===== config.mk =====
export PLATFORM = sky130hd
export DESIGN_NAME = cspc_ctrl
export DESIGN_NICKNAME = d
export VERILOG_FILES = /design/src/pkg/cspc_pkg.sv /design/src/cspc_ctrl.sv
export SDC_FILE = /design/constraint.sdc
export NUM_CORES = 1
export LEC_CHECK = 0
export BUFFER_PORTS_ARGS = -buffer_cell sky130_fd_sc_hd__buf_2
export CAP_MARGIN = 25
export CELL_PAD_IN_SITES_DETAIL_PLACEMENT = 1
export CELL_PAD_IN_SITES_GLOBAL_PLACEMENT = 1
export CORE_MARGIN = 2
export CORE_UTILIZATION = 37
export DETAILED_ROUTE_END_ITERATION = 8
export PLACE_DENSITY = 0.9
export SYNTH_ARGS = -nofsm -noshare
export SYNTH_HDL_FRONTEND = slang
export SYNTH_SLANG_ARGS = --single-unit

===== constraint.sdc =====
create_clock -name clock -period 2.7 [get_ports clock]
set_input_delay 0.135 -clock clock [delete_from_list [all_inputs] [get_ports clock]]
set_output_delay 0.135 -clock clock [all_outputs]
set_load 0.01 [all_outputs]

===== src/pkg/cspc_pkg.sv =====
// Constants and types shared by the configuration start-up pin controller.
package cspc_pkg;

	// ----------------------------------------------------------------
	// Register map (byte addresses on the AHB-Lite bus)
	// ----------------------------------------------------------------
	localparam logic [7:0] CSPC_CTRL_ADDR = 8'h00;
	localparam logic [7:0] CSPC_TIMING_ADDR = 8'h04;
	localparam logic [7:0] CSPC_STATUS_ADDR = 8'h08;
	localparam logic [7:0] CSPC_CLKDIV_ADDR = 8'h0C;
	localparam logic [7:0] CSPC_UNUSED_ADDR = 8'h10;
	localparam logic [7:0] CSPC_CMD_ADDR = 8'h14;

	// ----------------------------------------------------------------
	// Field positions
	// ----------------------------------------------------------------
	localparam int CSPC_CTRL_RB_EN = 0;
	localparam int CSPC_CTRL_TS_KEEP = 1;
	localparam int CSPC_CTRL_GSR_EN = 2;
	localparam int CSPC_CTRL_GSR_SET = 3;
	localparam int CSPC_CMD_LOADED = 0;
	localparam int CSPC_CMD_CLEARED = 1;
	localparam int CSPC_TIM_DONE_LSB = 0;
	localparam int CSPC_TIM_REL_LSB = 8;
	localparam int CSPC_ST_STATE_LSB = 0;
	localparam int CSPC_ST_MODE_LSB = 4;
	localparam int CSPC_ST_DONE = 7;
	localparam int CSPC_ST_RB = 8;
	localparam int CSPC_ST_TS = 9;
	localparam int CSPC_ST_FRAME_LSB = 16;

	// ----------------------------------------------------------------
	// Reset values
	// ----------------------------------------------------------------
	localparam logic [3:0] CSPC_CTRL_RST = 4'h0;
	localparam logic [15:0] CSPC_TIMING_RST = 16'h0101;
	localparam logic [7:0] CSPC_CLKDIV_RST = 8'h04;
	localparam logic [31:0] CSPC_UNUSED_RST = 32'h00000000;

	// ----------------------------------------------------------------
	// Configuration modes sampled from the mode-select pins
	// ----------------------------------------------------------------
	localparam logic [2:0] CSPC_MODE_MSTR_SER = 3'h0;
	localparam logic [2:0] CSPC_MODE_MSTR_PAR = 3'h2;
	localparam logic [2:0] CSPC_MODE_SYNC_PER = 3'h3;
	localparam logic [2:0] CSPC_MODE_MICRO = 3'h4;
	localparam logic [2:0] CSPC_MODE_ASYNC_PER = 3'h5;
	localparam logic [2:0] CSPC_MODE_SLV_PAR = 3'h6;
	localparam logic [2:0] CSPC_MODE_SLV_SER = 3'h7;

	// ----------------------------------------------------------------
	// Timing
	// ----------------------------------------------------------------
	localparam int CSPC_READBACK_ABORT_CONFIG_CLOCK = 2;
	localparam int CSPC_FRAME_BITS = 32;

	typedef enum logic [3:0] {
		CSPC_CLEAR,
		CSPC_WAIT_INIT,
		CSPC_LOAD,
		CSPC_DONE_DLY,
		CSPC_DONE_WAIT,
		CSPC_RELEASE,
		CSPC_USER
	} cspc_state_t;

endpackage


===== src/cspc_ctrl.sv =====
// Configuration and start-up pin controller with an AHB-Lite register port.
//
// Chosen here: the AHB-Lite register port and the address map.
`timescale 1ns/1ps

module cspc_ctrl
	import cspc_pkg::*;
#(
	parameter int USER_IO = 32,
	parameter int CLEAR_CYCLES = 64
) (
	input wire logic clock,
	input wire logic rst,
	input wire logic hsel,
	input wire logic [31:0] haddr,
	input wire logic [1:0] htrans,
	input wire logic hwrite,
	input wire logic [2:0] hsize,
	input wire logic [31:0] hwdata,
	input wire logic hready,
	output logic hreadyout,
	output logic hresp,
	output logic [31:0] hrdata,
	input wire logic config_restart_n,
	input wire logic reset_pin_n,
	input wire logic readback_trigger_n,
	input wire logic done_in,
	output logic done_out,
	output logic done_oe_n,
	input wire logic init_in,
	output logic init_out,
	output logic init_oe_n,
	input wire logic [2:0] config_mode_select,
	output logic mode_pullup_en,
	output logic config_clock_out,
	output logic config_clock_oe_n,
	input wire logic tdo_in,
	input wire logic scan_active,
	output logic readback_data_tdo,
	output logic [7:0] rb_frame_addr,
	input wire logic [31:0] rb_frame_data,
	output logic bscan_reset,
	output logic global_io_tristate,
	input wire logic [USER_IO-1:0] user_oe_n,
	output logic [USER_IO-1:0] programmable_io_oe_n,
	output logic [USER_IO-1:0] programmable_io_pullup,
	output logic config_pins_released,
	output logic reset_pin_user,
	output logic logic_cell_gsr,
	output logic logic_cell_gsr_set
);

	// ----------------------------------------------------------------
	// Pin synchronisers
	// ----------------------------------------------------------------
	// Stage one feeds stage two only; all but init reset high (pull-ups).
	logic [4:0] pin_raw;
	logic [4:0] sync1_q;
	logic [4:0] sync2_q;
	logic restart_n_s, reset_n_s, rb_n_s, done_s, init_s;

	assign pin_raw = {init_in, done_in, readback_trigger_n, reset_pin_n,
		config_restart_n};
	always_ff @(posedge clock) begin
		if (rst) begin
			sync1_q <= 5'h0F;
			sync2_q <= 5'h0F;
		end else begin
			sync1_q <= pin_raw;
			sync2_q <= sync1_q;
		end
	end
	assign restart_n_s = sync2_q[0];
	assign reset_n_s = sync2_q[1];
	assign rb_n_s = sync2_q[2];
	assign done_s = sync2_q[3];
	assign init_s = sync2_q[4];

	// ----------------------------------------------------------------
	// Register file
	// ----------------------------------------------------------------
	logic [3:0] ctrl_q;
	logic [15:0] timing_q;
	logic [7:0] clkdiv_q;
	logic [USER_IO-1:0] unused_q;
	logic loaded_pulse, cleared_pulse;
	logic ap_wr_q, ap_rd_q;
	logic [7:0] ap_addr_q;
	logic ap_valid;
	logic [31:0] status;
	cspc_state_t state_q;
	logic [2:0] mode_q;
	logic rb_active_q;
	logic [7:0] frame_q;

	assign ap_valid = hsel && hready && htrans[1];
	assign hreadyout = 1'b1;
	assign hresp = 1'b0;

	always_ff @(posedge clock) begin
		if (rst) begin
			ap_wr_q <= 1'b0;
			ap_rd_q <= 1'b0;
			ap_addr_q <= 8'h00;
		end else if (hready) begin
			ap_wr_q <= ap_valid && hwrite;
			ap_rd_q <= ap_valid && !hwrite;
			ap_addr_q <= haddr[7:0];
		end
	end

	always_ff @(posedge clock) begin
		if (rst) begin
			ctrl_q <= CSPC_CTRL_RST;
			timing_q <= CSPC_TIMING_RST;
			clkdiv_q <= CSPC_CLKDIV_RST;
			unused_q <= USER_IO'(CSPC_UNUSED_RST);
		end else if (ap_wr_q) begin
			unique case (ap_addr_q)
			CSPC_CTRL_ADDR: ctrl_q <= hwdata[3:0];
			CSPC_TIMING_ADDR: timing_q <= hwdata[15:0];
			CSPC_CLKDIV_ADDR: clkdiv_q <= hwdata[7:0];
			CSPC_UNUSED_ADDR: unused_q <= hwdata[USER_IO-1:0];
			default: ;
			endcase
		end
	end

	assign loaded_pulse = ap_wr_q && (ap_addr_q == CSPC_CMD_ADDR) &&
		hwdata[CSPC_CMD_LOADED];
	assign cleared_pulse = ap_wr_q && (ap_addr_q == CSPC_CMD_ADDR) &&
		hwdata[CSPC_CMD_CLEARED];

	always_comb begin
		status = 32'h00000000;
		status[CSPC_ST_STATE_LSB +: 4] = state_q;
		status[CSPC_ST_MODE_LSB +: 3] = mode_q;
		status[CSPC_ST_DONE] = done_s;
		status[CSPC_ST_RB] = rb_active_q;
		status[CSPC_ST_TS] = global_io_tristate;
		status[CSPC_ST_FRAME_LSB +: 8] = frame_q;
	end

	always_ff @(posedge clock) begin
		if (rst) begin
			hrdata <= 32'h00000000;
		end else if (hready) begin
			hrdata <= 32'h00000000;
			if (ap_valid && !hwrite) begin
				unique case (haddr[7:0])
				CSPC_CTRL_ADDR: hrdata <= {28'h0000000, ctrl_q};
				CSPC_TIMING_ADDR: hrdata <= {16'h0000, timing_q};
				CSPC_STATUS_ADDR: hrdata <= status;
				CSPC_CLKDIV_ADDR: hrdata <= {24'h000000, clkdiv_q};
				CSPC_UNUSED_ADDR: hrdata <= 32'(unused_q);
				default: hrdata <= 32'h00000000;
				endcase
			end
		end
	end

	// ----------------------------------------------------------------
	// Configuration clock divider
	// ----------------------------------------------------------------
	logic [7:0] div_cnt_q;
	logic config_clock_en;
	logic config_clock_q;
	logic drive_config_clock;

	assign config_clock_en = (div_cnt_q == 8'h00);
	always_ff @(posedge clock) begin
		if (rst || config_clock_en) begin
			div_cnt_q <= (clkdiv_q == 8'h00) ? 8'h00 : clkdiv_q - 8'h01;
		end else begin
			div_cnt_q <= div_cnt_q - 8'h01;
		end
	end
	always_ff @(posedge clock) begin
		if (rst) begin
			config_clock_q <= 1'b0;
		end else if (config_clock_en) begin
			config_clock_q <= !config_clock_q;
		end
	end
	// Slave and synchronous peripheral modes leave the pin to the host.
	assign drive_config_clock = (mode_q == CSPC_MODE_MSTR_SER) ||
		(mode_q == CSPC_MODE_MSTR_PAR) || (mode_q == CSPC_MODE_ASYNC_PER) ||
		(mode_q == CSPC_MODE_MICRO);
	assign config_clock_out = config_clock_q;
	assign config_clock_oe_n = !(drive_config_clock && state_q == CSPC_LOAD);

	// ----------------------------------------------------------------
	// Configuration state machine
	// ----------------------------------------------------------------
	logic init_s_q;
	logic restart_req;
	logic [7:0] dly_q;
	logic [$clog2(CLEAR_CYCLES+1)-1:0] clr_q;
	logic tick;
	logic in_config;

	// A tick is one full configuration clock period.
	assign tick = config_clock_en && config_clock_q;
	assign restart_req = !restart_n_s ||
		(!reset_n_s && state_q != CSPC_USER);
	assign in_config = (state_q != CSPC_USER);

	always_ff @(posedge clock) begin
		if (rst) begin
			init_s_q <= 1'b1;
		end else begin
			init_s_q <= init_s;
		end
	end

	always_ff @(posedge clock) begin
		if (rst || restart_req) begin
			state_q <= CSPC_CLEAR;
			clr_q <= '0;
			dly_q <= 8'h00;
		end else begin
			unique case (state_q)
			CSPC_CLEAR: begin
				// Memory clear ends on software word or timeout.
				clr_q <= clr_q + 1'b1;
				if (cleared_pulse || clr_q == CLEAR_CYCLES[$bits(clr_q)-1:0]) begin
					state_q <= CSPC_WAIT_INIT;
				end
			end
			CSPC_WAIT_INIT: begin
				if (init_s && !init_s_q) begin
					state_q <= CSPC_LOAD;
				end
			end
			CSPC_LOAD: begin
				if (loaded_pulse) begin
					state_q <= CSPC_DONE_DLY;
					dly_q <= timing_q[CSPC_TIM_DONE_LSB +: 8];
				end
			end
			CSPC_DONE_DLY: begin
				if (dly_q == 8'h00) begin
					state_q <= CSPC_DONE_WAIT;
				end else if (tick) begin
					dly_q <= dly_q - 8'h01;
				end
			end
			CSPC_DONE_WAIT: begin
				if (done_s) begin
					state_q <= CSPC_RELEASE;
					dly_q <= timing_q[CSPC_TIM_REL_LSB +: 8];
				end
			end
			CSPC_RELEASE: begin
				if (dly_q == 8'h00) begin
					state_q <= CSPC_USER;
				end else if (tick) begin
					dly_q <= dly_q - 8'h01;
				end
			end
			CSPC_USER: ;
			endcase
		end
	end

	// Mode is latched only on the init rising edge seen while waiting.
	always_ff @(posedge clock) begin
		if (rst) begin
			mode_q <= CSPC_MODE_SLV_SER;
		end else if (state_q == CSPC_WAIT_INIT && init_s && !init_s_q &&
				!restart_req) begin
			mode_q <= config_mode_select;
		end
	end

	// ----------------------------------------------------------------
	// Open-drain init and completion pins
	// ----------------------------------------------------------------
	assign init_out = 1'b0;
	assign init_oe_n = (state_q != CSPC_CLEAR);
	assign done_out = 1'b0;
	assign done_oe_n = (state_q == CSPC_DONE_WAIT) ||
		(state_q == CSPC_RELEASE) || (state_q == CSPC_USER);

	// ----------------------------------------------------------------
	// Readback
	// ----------------------------------------------------------------
	logic rb_n_q;
	logic [4:0] bit_q;
	logic [1:0] abort_q;
	logic rb_fall;

	assign rb_fall = rb_n_q && !rb_n_s;
	always_ff @(posedge clock) begin
		if (rst) begin
			rb_n_q <= 1'b1;
		end else begin
			rb_n_q <= rb_n_s;
		end
	end

	// The trigger held high for two configuration clock periods aborts readback.
	always_ff @(posedge clock) begin
		if (rst || state_q != CSPC_USER) begin
			rb_active_q <= 1'b0;
			frame_q <= 8'h00;
			bit_q <= 5'h00;
			abort_q <= 2'h0;
		end else if (rb_fall && ctrl_q[CSPC_CTRL_RB_EN]) begin
			rb_active_q <= 1'b1;
			frame_q <= 8'h00;
			bit_q <= 5'h00;
			abort_q <= 2'h0;
		end else if (rb_active_q && tick) begin
			bit_q <= bit_q + 5'h01;
			if (bit_q == 5'(CSPC_FRAME_BITS - 1)) begin
				frame_q <= frame_q + 8'h01;
			end
			abort_q <= rb_n_s ? abort_q + 2'h1 : 2'h0;
			if (rb_n_s && abort_q == 2'(CSPC_READBACK_ABORT_CONFIG_CLOCK - 1)) begin
				rb_active_q <= 1'b0;
			end
		end
	end
	assign rb_frame_addr = frame_q;

	always_ff @(posedge clock) begin
		if (rst) begin
			readback_data_tdo <= 1'b0;
		end else if (scan_active) begin
			readback_data_tdo <= tdo_in;
		end else begin
			readback_data_tdo <= rb_active_q && rb_frame_data[bit_q];
		end
	end

	// ----------------------------------------------------------------
	// I/O control
	// ----------------------------------------------------------------
	assign global_io_tristate = !rb_n_s && (in_config ||
		(ctrl_q[CSPC_CTRL_TS_KEEP] && !ctrl_q[CSPC_CTRL_RB_EN]));
	assign bscan_reset = !restart_n_s;
	assign mode_pullup_en = in_config;
	assign config_pins_released = !in_config;

	for (genvar i = 0; i < USER_IO; i++) begin : g_io
		assign programmable_io_oe_n[i] = in_config || global_io_tristate ||
			unused_q[i] || user_oe_n[i];
		assign programmable_io_pullup[i] = in_config || unused_q[i];
	end

	assign reset_pin_user = !in_config && !reset_n_s;
	assign logic_cell_gsr = !in_config && ctrl_q[CSPC_CTRL_GSR_EN] &&
		!reset_n_s;
	assign logic_cell_gsr_set = ctrl_q[CSPC_CTRL_GSR_SET];

endmodule


==> key figures, run 1 <==
Setup path
  • Crit path kind: reg -> reg
  • CP max FO: 4
  • Worst reg2reg startpoint: div_cnt_q[0]
  • Crit path DAT: 2810 ps
  • Critical Path RT: 3060 ps
  • Setup crit end kind: flip-flop
  • Slowest CP cell: or4bb_1
  • CP peak stage delay: 550 ps
  • Critical path launch point: div_cnt_q[0]
  • Buf/Inv on CP: 1
  • Crit path max-delay family: simple AND/OR/NAND/NOR gates
  • Worst setup SP type: flip-flop
  • Critical-path cell list: inv_1 -> ha_1 -> or4bb_1 -> nor3_2 -> nand2_1 -> or3_1 -> a21oi_1

Logic synthesis
  • Top-count cell post-synth: dfxtp_1
  • Flops & latches, synth: 160
  • Seq/Total Area, Yosys: 40.7%
  • Synth top area share: 40.7%
  • Ys Warns: 0
  • Cell area after synthesis: 7870 sq um
  • Post-synth EDFFs: 0
  • Post-synth ARST share: 0%
  • Distinct cells, synth: 70
  • Top_reg_cell synth: dfxtp_1
  • Cells after Synth: 939
  • Dominant cell type by area after synthesis: dfxtp_1
  • Mapped Avg Cell Area: 8.38 sq um
  • Synth top area cells: dfxtp_1 (41%), nand2_1 (6.5%), a21oi_1 (5.2%), nor2_1 (4.1%), mux2i_1 (3.8%)
  • Commonest cells post-synth: dfxtp_1 (160), nand2_1 (136), nor2_1 (86)

Power and ir drop
  • Pint: 3.94 mW
  • Net Sw Power: 1.36 mW
  • LEAKAGE: 4.09 nW
  • Clock share of power: 44.7%
  • Peak supply drop: 0.000388 V
  • Sequential share of power: 46.3%
  • Sw Share: 25.7%
  • P per Cell Area: 513 nW/um^2
  • Combinational Power Share: 9.0%

Detailed routing
  • Drt total wl: 30.1 mm
  • DRC Markers: 0
  • Post-DR vias/cell: 5.55
  • Final ANT Viol Nets: 0
  • Drt wl/cell: 20.2 um
  • DR pass1 iterations: 5
  • DRT iter0 DRCs: 480
  • Via count: 8266

Placement
  • Final weighted congestion in routability-driven placement: 0.887
  • Port buffer count: 235
  • Detailed Place HPWL: 21.8 mm
  • Area after DPL: 9320 sq um

Worst hold path
  • Hold_sp: scan_active
  • Tightest Hold Check Type: in -> reg

Flow run
  • Max_cap viols: 0

Floorplanning
  • Die Y: 150 um
  • Die width: 150 um
  • Core footprint: 21000 sq um
  • # IOs: 268
  • Die Outline Area: 22400 sq um
  • Row count: 53
  • Initial Util: 37.5%

Clock network
  • H-tree level count: 4
  • Setup Buffers After CTS: 0
  • Clk pin slew, worst setup/hold paths: 70 ps
  • TritonCTS clock tree: done
  • Clock latency on the worst-skew pair: 440 ps
  • # hold bufs at CTS: 44
  • CTS max path bufs: 2
  • CTS root buf: clkbuf_16
  • Post-CTS sizing: 0
  • Total CTS buffers: 17
  • CTS sink cnt: 160

GRT
  • First-pass GRT wire length: 46.9 mm
  • All-Layer GR Usage: 27.2%
  • Remaining global-route overflow: 0
  • Antenna violations before repair: 0
  • Largest net degree at the start of global routing: 71
  • Number of global-route vias before repair: 8745

Outcome
  • Outcome: finished clean

STA
  • Fin. Hold Viols: 0
  • Relative slew slack: 35.5%
  • Final slew viol count: 0
  • RSZ-0062 raised after global routing: no
  • Final setup vio count: 0
  • Setup TNS: 0 ps
  • Fmax: 408 MHz
  • Final min period: 2450 ps
  • Final period util: 90.7%
  • Slew at the pin closest to its max-slew limit: 959 ps
  • Fin Clk Skew: 11.8 ps

Final layout
  • Number of fill cells: 2559
  • Fraction of layout cells with a size suffix above 1: 27.3%
  • Post-Layout Inst Area: 10300 sq um
  • Final #Nets: 1361
  • Layout area overhead: 31.4%
[kinds of logic after synthesis]
group           share of synthesized area [%]
simple gates                             27.0
compound gates                           15.4
flops                                    40.7
buf+inv                                  5.01
mux                                      6.82
xor+xnor                                 3.12
fa+ha+maj                                1.91
other cells                            0.0955
[cell usage in the layout, fill, tap and decap left out, types with 19 or more instances in the layout]
cell           instances
inv_1                 19
nor3_1                19
nor2_1                86
buf_2                235
dfxtp_1              160
nand2b_1              37
buf_4                 26
a21oi_1               82
or3_1                 35
dlygate4sd3_1         44
a22oi_1               28
mux2i_1               30
nand2_1              136
[routing by layer]
layer | share of wire, % | global-route usage [%]
met1 | 41 | 31.8
met2 | 48 | 46.2
met3 | 7.3 | 7.74
met4 | 4.0 | 12.5
met5 | 0 | 0
[final timing paths]
kind / cells past startpoint / to / slack [ps]
hold / removal: 3 / readback_data_tdo / 10
setup / recovery: 7 / rb_frame_addr[5] / 250
hold reg to reg: 1 / sync2_q[1] / 410
setup reg to reg: 7 / rb_frame_addr[5] / 250
[state kept, by name (all words and copies together), names as in the netlist, 2 cells and up]
name	count
abort_q	2
div_cnt_q	8
bit_q	5
ap_addr_q	8
unused_q	32
timing_q	16
sync2_q	5
ctrl_q	4
clr_q	7
dly_q	8
rb_frame_addr	8
mode_q	3
sync1_q	5
hrdata	32
clkdiv_q	8
state_q	3
[worst reg2reg max path, delay by kind of cell (launching register included)]
family / cells / cell delay, ps
buffers and inverters: 1 / 90
and+or+nand+nor: 4 / 1620
DFF: 1 / 330
AOI/OAI and AO/OA: 1 / 140
adders and majority gates: 1 / 220
[through the flow]
step	setup WS [ps]	hold slack [ps]	instances	util [%]	power (mW)
6_report	251	14.8	1490	49.3	5.30
4_1_cts	313	1.62	1489	49.3	5.32
3_5_place_dp	341	322	1413	44.5	2.92
2_1_floorplan	636	239	941	-	2.74
3_3_place_gp	425	325	1411	44.3	2.90
5_1_grt	134	16.5	1489	49.3	5.49
[power by group through the flow]
stage	sequential, mW	combinational [mW]	clock [mW]
floorplan	2.49	0.249	0
global placement	2.50	0.395	0
detailed placement	2.51	0.415	0
CTS	2.45	0.469	2.40
global route	2.46	0.520	2.51
finish	2.45	0.477	2.37
[cell type report]
class,count,area (sq um),area share (%)
multi-input cells,695,4280,41.4
flip-flops and latches,160,3200,31.0
repair buffers,307,1860,18.0
clock buffers,18,439,4.25
well taps,275,344,3.33
clock inverters,14,130,1.26
inverters,20,75.1,0.726
diodes,1,2.50,0.0242
Note: power is estimated with default switching activity, not from simulation.
==> run 2, diff against run 1 <==
clock period = 2.4 ns   (was 2.7 ns; I/O delays follow)
==> run 2 against run 1 <==
Combinational power is 14% higher. Clock skew is 4.4 ps higher. Global-route usage is 0.47 points higher. Critical endpoint unchanged. Highest routed layer unchanged.
==> key figures, run 2 (synthesis gave the netlist of run 1 again) <==
STA
  • Final setup vio count: 0 (unchanged)
  • Slew at the pin closest to its max-slew limit: 766 ps (-193 ps)
  • Fin. Hold Viols: 0 (unchanged)
  • Final period util: 92.0% (+1.3 points)
  • Relative slew slack: 48.5% (+13 points)
  • Setup TNS: 0 ps (unchanged)
  • Fmax: 453 MHz (+11%)
  • Fin Clk Skew: 16.3 ps (+4.45 ps)
  • RSZ-0062 raised after global routing: no
  • Final hold slack: 15.5 ps (+0.652 ps)
  • Final slew viol count: 0 (unchanged)
  • Final min period: 2210 ps (-242 ps)
  • Final worst slack: 193 ps (-58.0 ps)

Worst hold path
  • Tightest Hold Check Type: in -> reg
  • Hold_sp: rst

Power and ir drop
  • P per Cell Area: 606 nW/um^2 (+18%)
  • Peak supply drop: 0.000388 V (-0.17%)
  • LEAKAGE: 4.19 nW (+2.4%)

Detailed routing
  • DR pass1 iterations: 5 (unchanged)
  • Final ANT Viol Nets: 0 (unchanged)
  • DRC Markers: 0 (unchanged)
  • Drt wl/cell: 20.5 um (+1.4%)
  • Via count: 8285 (+0.23%)
  • Post-DR vias/cell: 5.53 (-0.37%)
  • Drt total wl: 30.7 mm (+2.0%)
  • DRT iter0 DRCs: 478 (-0.42%)

Placement
  • Cell count after placement: 1420 (+0.50%)
  • Port buffer count: 235 (unchanged)
  • Final weighted congestion in routability-driven placement: 0.884 (-0.36%)
  • DP Worst Slack: 177 ps (-164 ps)
  • Detailed Place HPWL: 21.9 mm (+0.42%)

Floorplanning
  • Die Y: 150 um (unchanged)
  • Row count: 53 (unchanged)
  • Die Outline Area: 22400 sq um (unchanged)
  • # IOs: 268 (unchanged)
  • Die width: 150 um (unchanged)
  • Initial Util: 37.5% (unchanged)
  • Core footprint: 21000 sq um (unchanged)

Final layout
  • Fraction of layout cells with a size suffix above 1: 27.6% (+0.35 points)
  • Final #Nets: 1372 (+0.81%)
  • Commonest non-fill, non-tap cell in the layout: buf_2
  • Non-Filler Instances: 1499 (+0.60%)
  • Layout area overhead: 33.7%
  • Largest regs: hrdata: 32 flops, unused_q: 32 flops, timing_q: 16 flops
  • Most frequent cells in the layout: buf_2 (234), dfxtp_1 (160), nand2_1 (136)
  • N_diodes: 0 (-1)

GRT
  • Largest net degree at the start of global routing: 104 (+46%)
  • All-Layer GR Usage: 27.7% (+0.47 points)
  • Number of global-route vias before repair: 8781 (+0.41%)
  • Antenna violations before repair: 0 (unchanged)
  • Remaining global-route overflow: 0 (unchanged)
  • First-pass GRT wire length: 47.8 mm (+2.0%)

Clock network
  • CTS sink cnt: 160 (unchanged)
  • Clk pin slew, worst setup/hold paths: 70 ps (about the same)
  • Clock latency on the worst-skew pair: 450 ps (about the same)
  • H-tree level count: 4 (unchanged)
  • Total CTS buffers: 17 (unchanged)
  • CTS root buf: clkbuf_16
  • Setup Buffers After CTS: 0 (unchanged)
  • CTS max path bufs: 2 (unchanged)
  • TritonCTS clock tree: done

Setup path
  • Worst reg2reg startpoint: div_cnt_q[0]
  • Setup crit end kind: flip-flop
  • CP max FO: 4 (unchanged)
  • Worst setup SP type: flip-flop
  • Critical path launch point: div_cnt_q[0]
  • Crit path kind: reg -> reg
  • Critical Path RT: 2770 ps (-290 ps)
  • Crit path DAT: 2580 ps (-230 ps)

Outcome
  • Outcome: finished clean

Flow run
  • Max_cap viols: 0 (unchanged)
-- run 2: cell types whose count changed in the layout (fill, tap and decap cells not counted), sizes merged --
cell / delta
dlygate4sd3: +3
buf: +7
clkinv: -2
bufinv: +4
clkinvlp: -3
diode: -1
clkbuf: +2
inv: -1
-- run 2: power by group --
group	leakage (nW)	total (mW)	internal (mW)	switching (mW)
logic	2.58	0.544	0.255	0.289
clock network	0.316	3.07	1.88	1.19
registers	1.30	2.76	2.71	0.0552
-- run 2: timing repair --
action,CTS,global route
hold endpoints to repair,63,1
pin swaps,0,0
hold buffers,46,1
setup endpoints to repair,3,5
gates resized for setup,1,1
-- run 2: stage by stage --
step,power (mW),utilization [%],cell area [sq um]
6_report,6.37,50.2,10500
5_1_grt,6.56,50.2,10500
4_1_cts,6.39,50.1,10500
3_5_place_dp,3.28,44.8,9380
3_3_place_gp,3.26,44.8,9380
2_1_floorplan,3.08,-,7870
-- run 2: critical path, stage by stage (launching register included) --
cell	delay, ps
dfxtp_1	340
inv_1	90
ha_1	200
or4bb_1	550
nor3_2	290
nand2_1	180
or3_1	340
a21oi_1	140
-- run 2: layout make-up --
type	count	area [sq um]
inverter	20	75.1
clock inverter	12	205
multi-input combinational	695	4290
fill	2562	10400
tap	275	344
timing repair buffer	318	1950
clock buffer	19	443
sequential	160	3200
-- run 2: final timing paths --
kind	endpoint	slack, ps	cells after the start
max	rb_frame_addr[5]	190	7
min	config_clock_out	20	2
max reg2reg	rb_frame_addr[5]	190	7
min reg2reg	sync2_q[3]	430	1
-- run 2: layer usage --
| metal | GRT usage (%) | vias to the layer above | part of all wire (%) |
|---|---|---|---|
| met5 | 0 | - | 0 |
| met4 | 11.3 | 0 | 3.5 |
| met3 | 7.99 | 66 | 7.3 |
| met2 | 48.0 | 307 | 49 |
| met1 | 32.1 | 4066 | 40 |
| li1 | - | 3846 | - |
==> run 3, diff against run 2 <==
CORE_UTILIZATION = 38   (was 37)
CTS_BUF_LIST = sky130_fd_sc_hd__clkbuf_2 sky130_fd_sc_hd__clkbuf_4 sky130_fd_sc_hd__clkbuf_8   (was unset)
PLACE_DENSITY = 0.92   (was 0.9)
==> run 3 against run 2 <==
Cell area down 1.8%. Core utilization up 0.68 points. Critical path depth down 2. Clock-buffer cell count down 1. Combinational power up 2%. Largest cell class unchanged.
==> key figures, run 3 (synthesis gave the netlist of run 1 again) <==
Outcome
  • Outcome: finished clean

Floorplanning
  • Core footprint: 20300 sq um (-3.1%)
  • Row count: 52 (-1.9%)
  • # IOs: 268 (unchanged)
  • Die width: 148 um (-1.3%)
  • Die Outline Area: 21900 sq um (-2.6%)
  • Die Y: 148 um (-1.3%)
  • Initial Util: 38.7% (+1.2 points)

Placement
  • DP Worst Slack: 173 ps (-4.27 ps)
  • Detailed Place HPWL: 21.3 mm (-2.8%)
  • Port buffer count: 235 (unchanged)
  • Cell count after placement: 1418 (-0.14%)
  • Area after DPL: 9390 sq um (about the same)
  • Final weighted congestion in routability-driven placement: 0.899 (+1.7%)

Power and ir drop
  • P per Cell Area: 529 nW/um^2 (-13%)
  • LEAKAGE: 4.11 nW (-1.9%)
  • Peak supply drop: 0.000279 V (-28%)

STA
  • Fmax: 439 MHz (-3.2%)
  • RSZ-0062 raised after global routing: no
  • Fin. Hold Viols: 0 (unchanged)
  • Final period util: 95.0% (+3.0 points)
  • Final hold slack: 112 ps (+96.5 ps)
  • Final worst slack: 120 ps (-73.0 ps)
  • Final slew viol count: 0 (unchanged)
  • Relative slew slack: 43.0% (-5.5 points)
  • Final setup vio count: 0 (unchanged)
  • Final min period: 2280 ps (+73.0 ps)
  • Fin Clk Skew: 17.5 ps (+1.20 ps)
  • Setup TNS: 0 ps (unchanged)
  • Slew at the pin closest to its max-slew limit: 852 ps (+86.3 ps)

Clock network
  • Clock latency on the worst-skew pair: 480 ps (+30 ps)
  • CTS max path bufs: 2 (unchanged)
  • Total CTS buffers: 17 (unchanged)
  • Clk pin slew, worst setup/hold paths: 90 ps (+20 ps)
  • TritonCTS clock tree: done
  • CTS sink cnt: 160 (unchanged)
  • CTS root buf: clkbuf_8
  • H-tree level count: 4 (unchanged)

Setup path
  • Critical Path End: programmable_io_oe_n[4]
  • CP max FO: 32 (+28)
  • Worst setup SP type: flip-flop
  • Setup slack, reg-to-reg: 160 ps (-30 ps)
  • Critical path launch point: state_q[0]
  • Worst reg2reg startpoint: bit_q[0]
  • Worst R2R Path Depth: 7 (unchanged)
  • Crit path DAT: 2160 ps (-420 ps)
  • RR Endpoint: readback_data_tdo
  • Crit path kind: reg -> out
  • Setup crit end kind: output pin
  • Critical Path RT: 2280 ps (-490 ps)

Final layout
  • Non-Filler Instances: 1503 (+0.27%)
  • Multi-input logic area: 4280 sq um (-0.23%)
  • Fraction of layout cells with a size suffix above 1: 28.2% (+0.55 points)
  • Storage cell area: 3210 sq um (+0.12%)
  • Largest regs: hrdata: 32 flops, unused_q: 32 flops, timing_q: 16 flops
  • Commonest non-fill, non-tap cell in the layout: buf_2
  • Post-Layout Inst Area: 10300 sq um (-1.8%)
  • Number of fill cells: 2497 (-2.5%)
  • Most frequent cells in the layout: buf_2 (234), dfxtp_1 (157), nand2_1 (136)
  • Layout area overhead: 31.3%
  • Final #Nets: 1379 (+0.51%)

GRT
  • Remaining global-route overflow: 0 (unchanged)
  • Met2 GRT Util: 49.8% (+1.9 points)
  • Number of global-route vias before repair: 8793 (+0.14%)
  • Largest net degree at the start of global routing: 60 (-42%)
  • All-Layer GR Usage: 27.7% (about the same)
  • First-pass GRT wire length: 47.5 mm (-0.64%)
  • Met1 Use GR: 32.8% (+0.73 points)
  • Most Crowded Layer GR: met2
  • Met3 global-route usage: 6.05% (-1.9 points)
  • Antenna violations before repair: 1 (+1)

Worst hold path
  • Hold Crit Depth: 3 (+1)
  • Tightest Hold Check Type: in -> reg

Detailed routing
  • DRT iter0 DRCs: 606 (+27%)
  • Post-DR vias/cell: 5.58 (+1.0%)
  • Via count: 8394 (+1.3%)
  • Drt wl/cell: 20.4 um (-0.56%)
  • Drt total wl: 30.6 mm (-0.30%)
  • DRC Markers: 0 (unchanged)
  • DR pass1 iterations: 6 (+1)
  • Final ANT Viol Nets: 0 (unchanged)

Flow run
  • Max_cap viols: 0 (unchanged)
[run 3: changes by cell type in the layout (fill, tap and decap cells not counted), moves of 2 or more]
cell           before  now
dfxtp_2             0    3
inv_6               3    5
inv_8               1    3
bufinv_16           5    2
clkbuf_16          17    0
buf_4              33   37
clkbuf_8            1   18
dfxtp_1           160  157
dlygate4sd3_1      47   50
clkinv_4            0    2
[run 3: how the worst min path moves through the flow]
stage                        from      endpoint  slack, ps
6_report                 haddr[4]  ap_addr_q[4]        110
2_1_floorplan    config_restart_n    sync1_q[0]        220
3_3_place_gp   readback_trigger_n    sync1_q[2]        310
3_5_place_dp   readback_trigger_n    sync1_q[2]        310
5_1_grt                  haddr[4]  ap_addr_q[4]        110
4_1_cts                  haddr[4]  ap_addr_q[4]         80
[run 3: report_power, final]
part	internal, mW	leakage, nW	total (mW)	switching, mW
combinational	0.257	2.60	0.553	0.296
sequential	2.71	1.30	2.77	0.0609
clock	0.990	0.211	2.14	1.15
[run 3: layout make-up]
cell class                 count  share of cell area [%]
inverter                      20                   0.727
sequential                   160                    31.1
tap                          270                    3.27
clock buffer                  18                    2.40
timing repair buffer         325                    19.4
clock inverter                14                    1.62
antenna                        1                  0.0242
multi-input combinational    695                    41.5
[run 3: metrics by stage]
step / power [mW] / utilization [%]
2_1_floorplan: 3.08 / -
3_5_place_dp: 3.29 / 46.2
6_report: 5.46 / 50.9
4_1_cts: 5.47 / 50.8
3_3_place_gp: 3.26 / 46.2
5_1_grt: 5.67 / 50.9
[run 3: critical path, stage by stage, from the launching register on]
cell	delay (ps)
dfxtp_1	420
and3b_2	390
o21ai_2	70
buf_4	240
or3_1	380
buf_2	170
[run 3: repair_timing]
action                                  in CTS  in global routing
endpoints found under the hold margin       70                  0
hold buffers                                50                  0
buffers inserted                             0                  1
endpoints found under the setup margin       0                 29
gates resized for setup                      0                  4
[run 3: per-layer routing]
| metal | part of all wire [%] | up-vias |
|---|---|---|
| met5 | 0 | - |
| met1 | 39 | 4107 |
| met3 | 7.2 | 71 |
| met4 | 2.7 | 0 |
| met2 | 51 | 362 |
| li1 | - | 3854 |
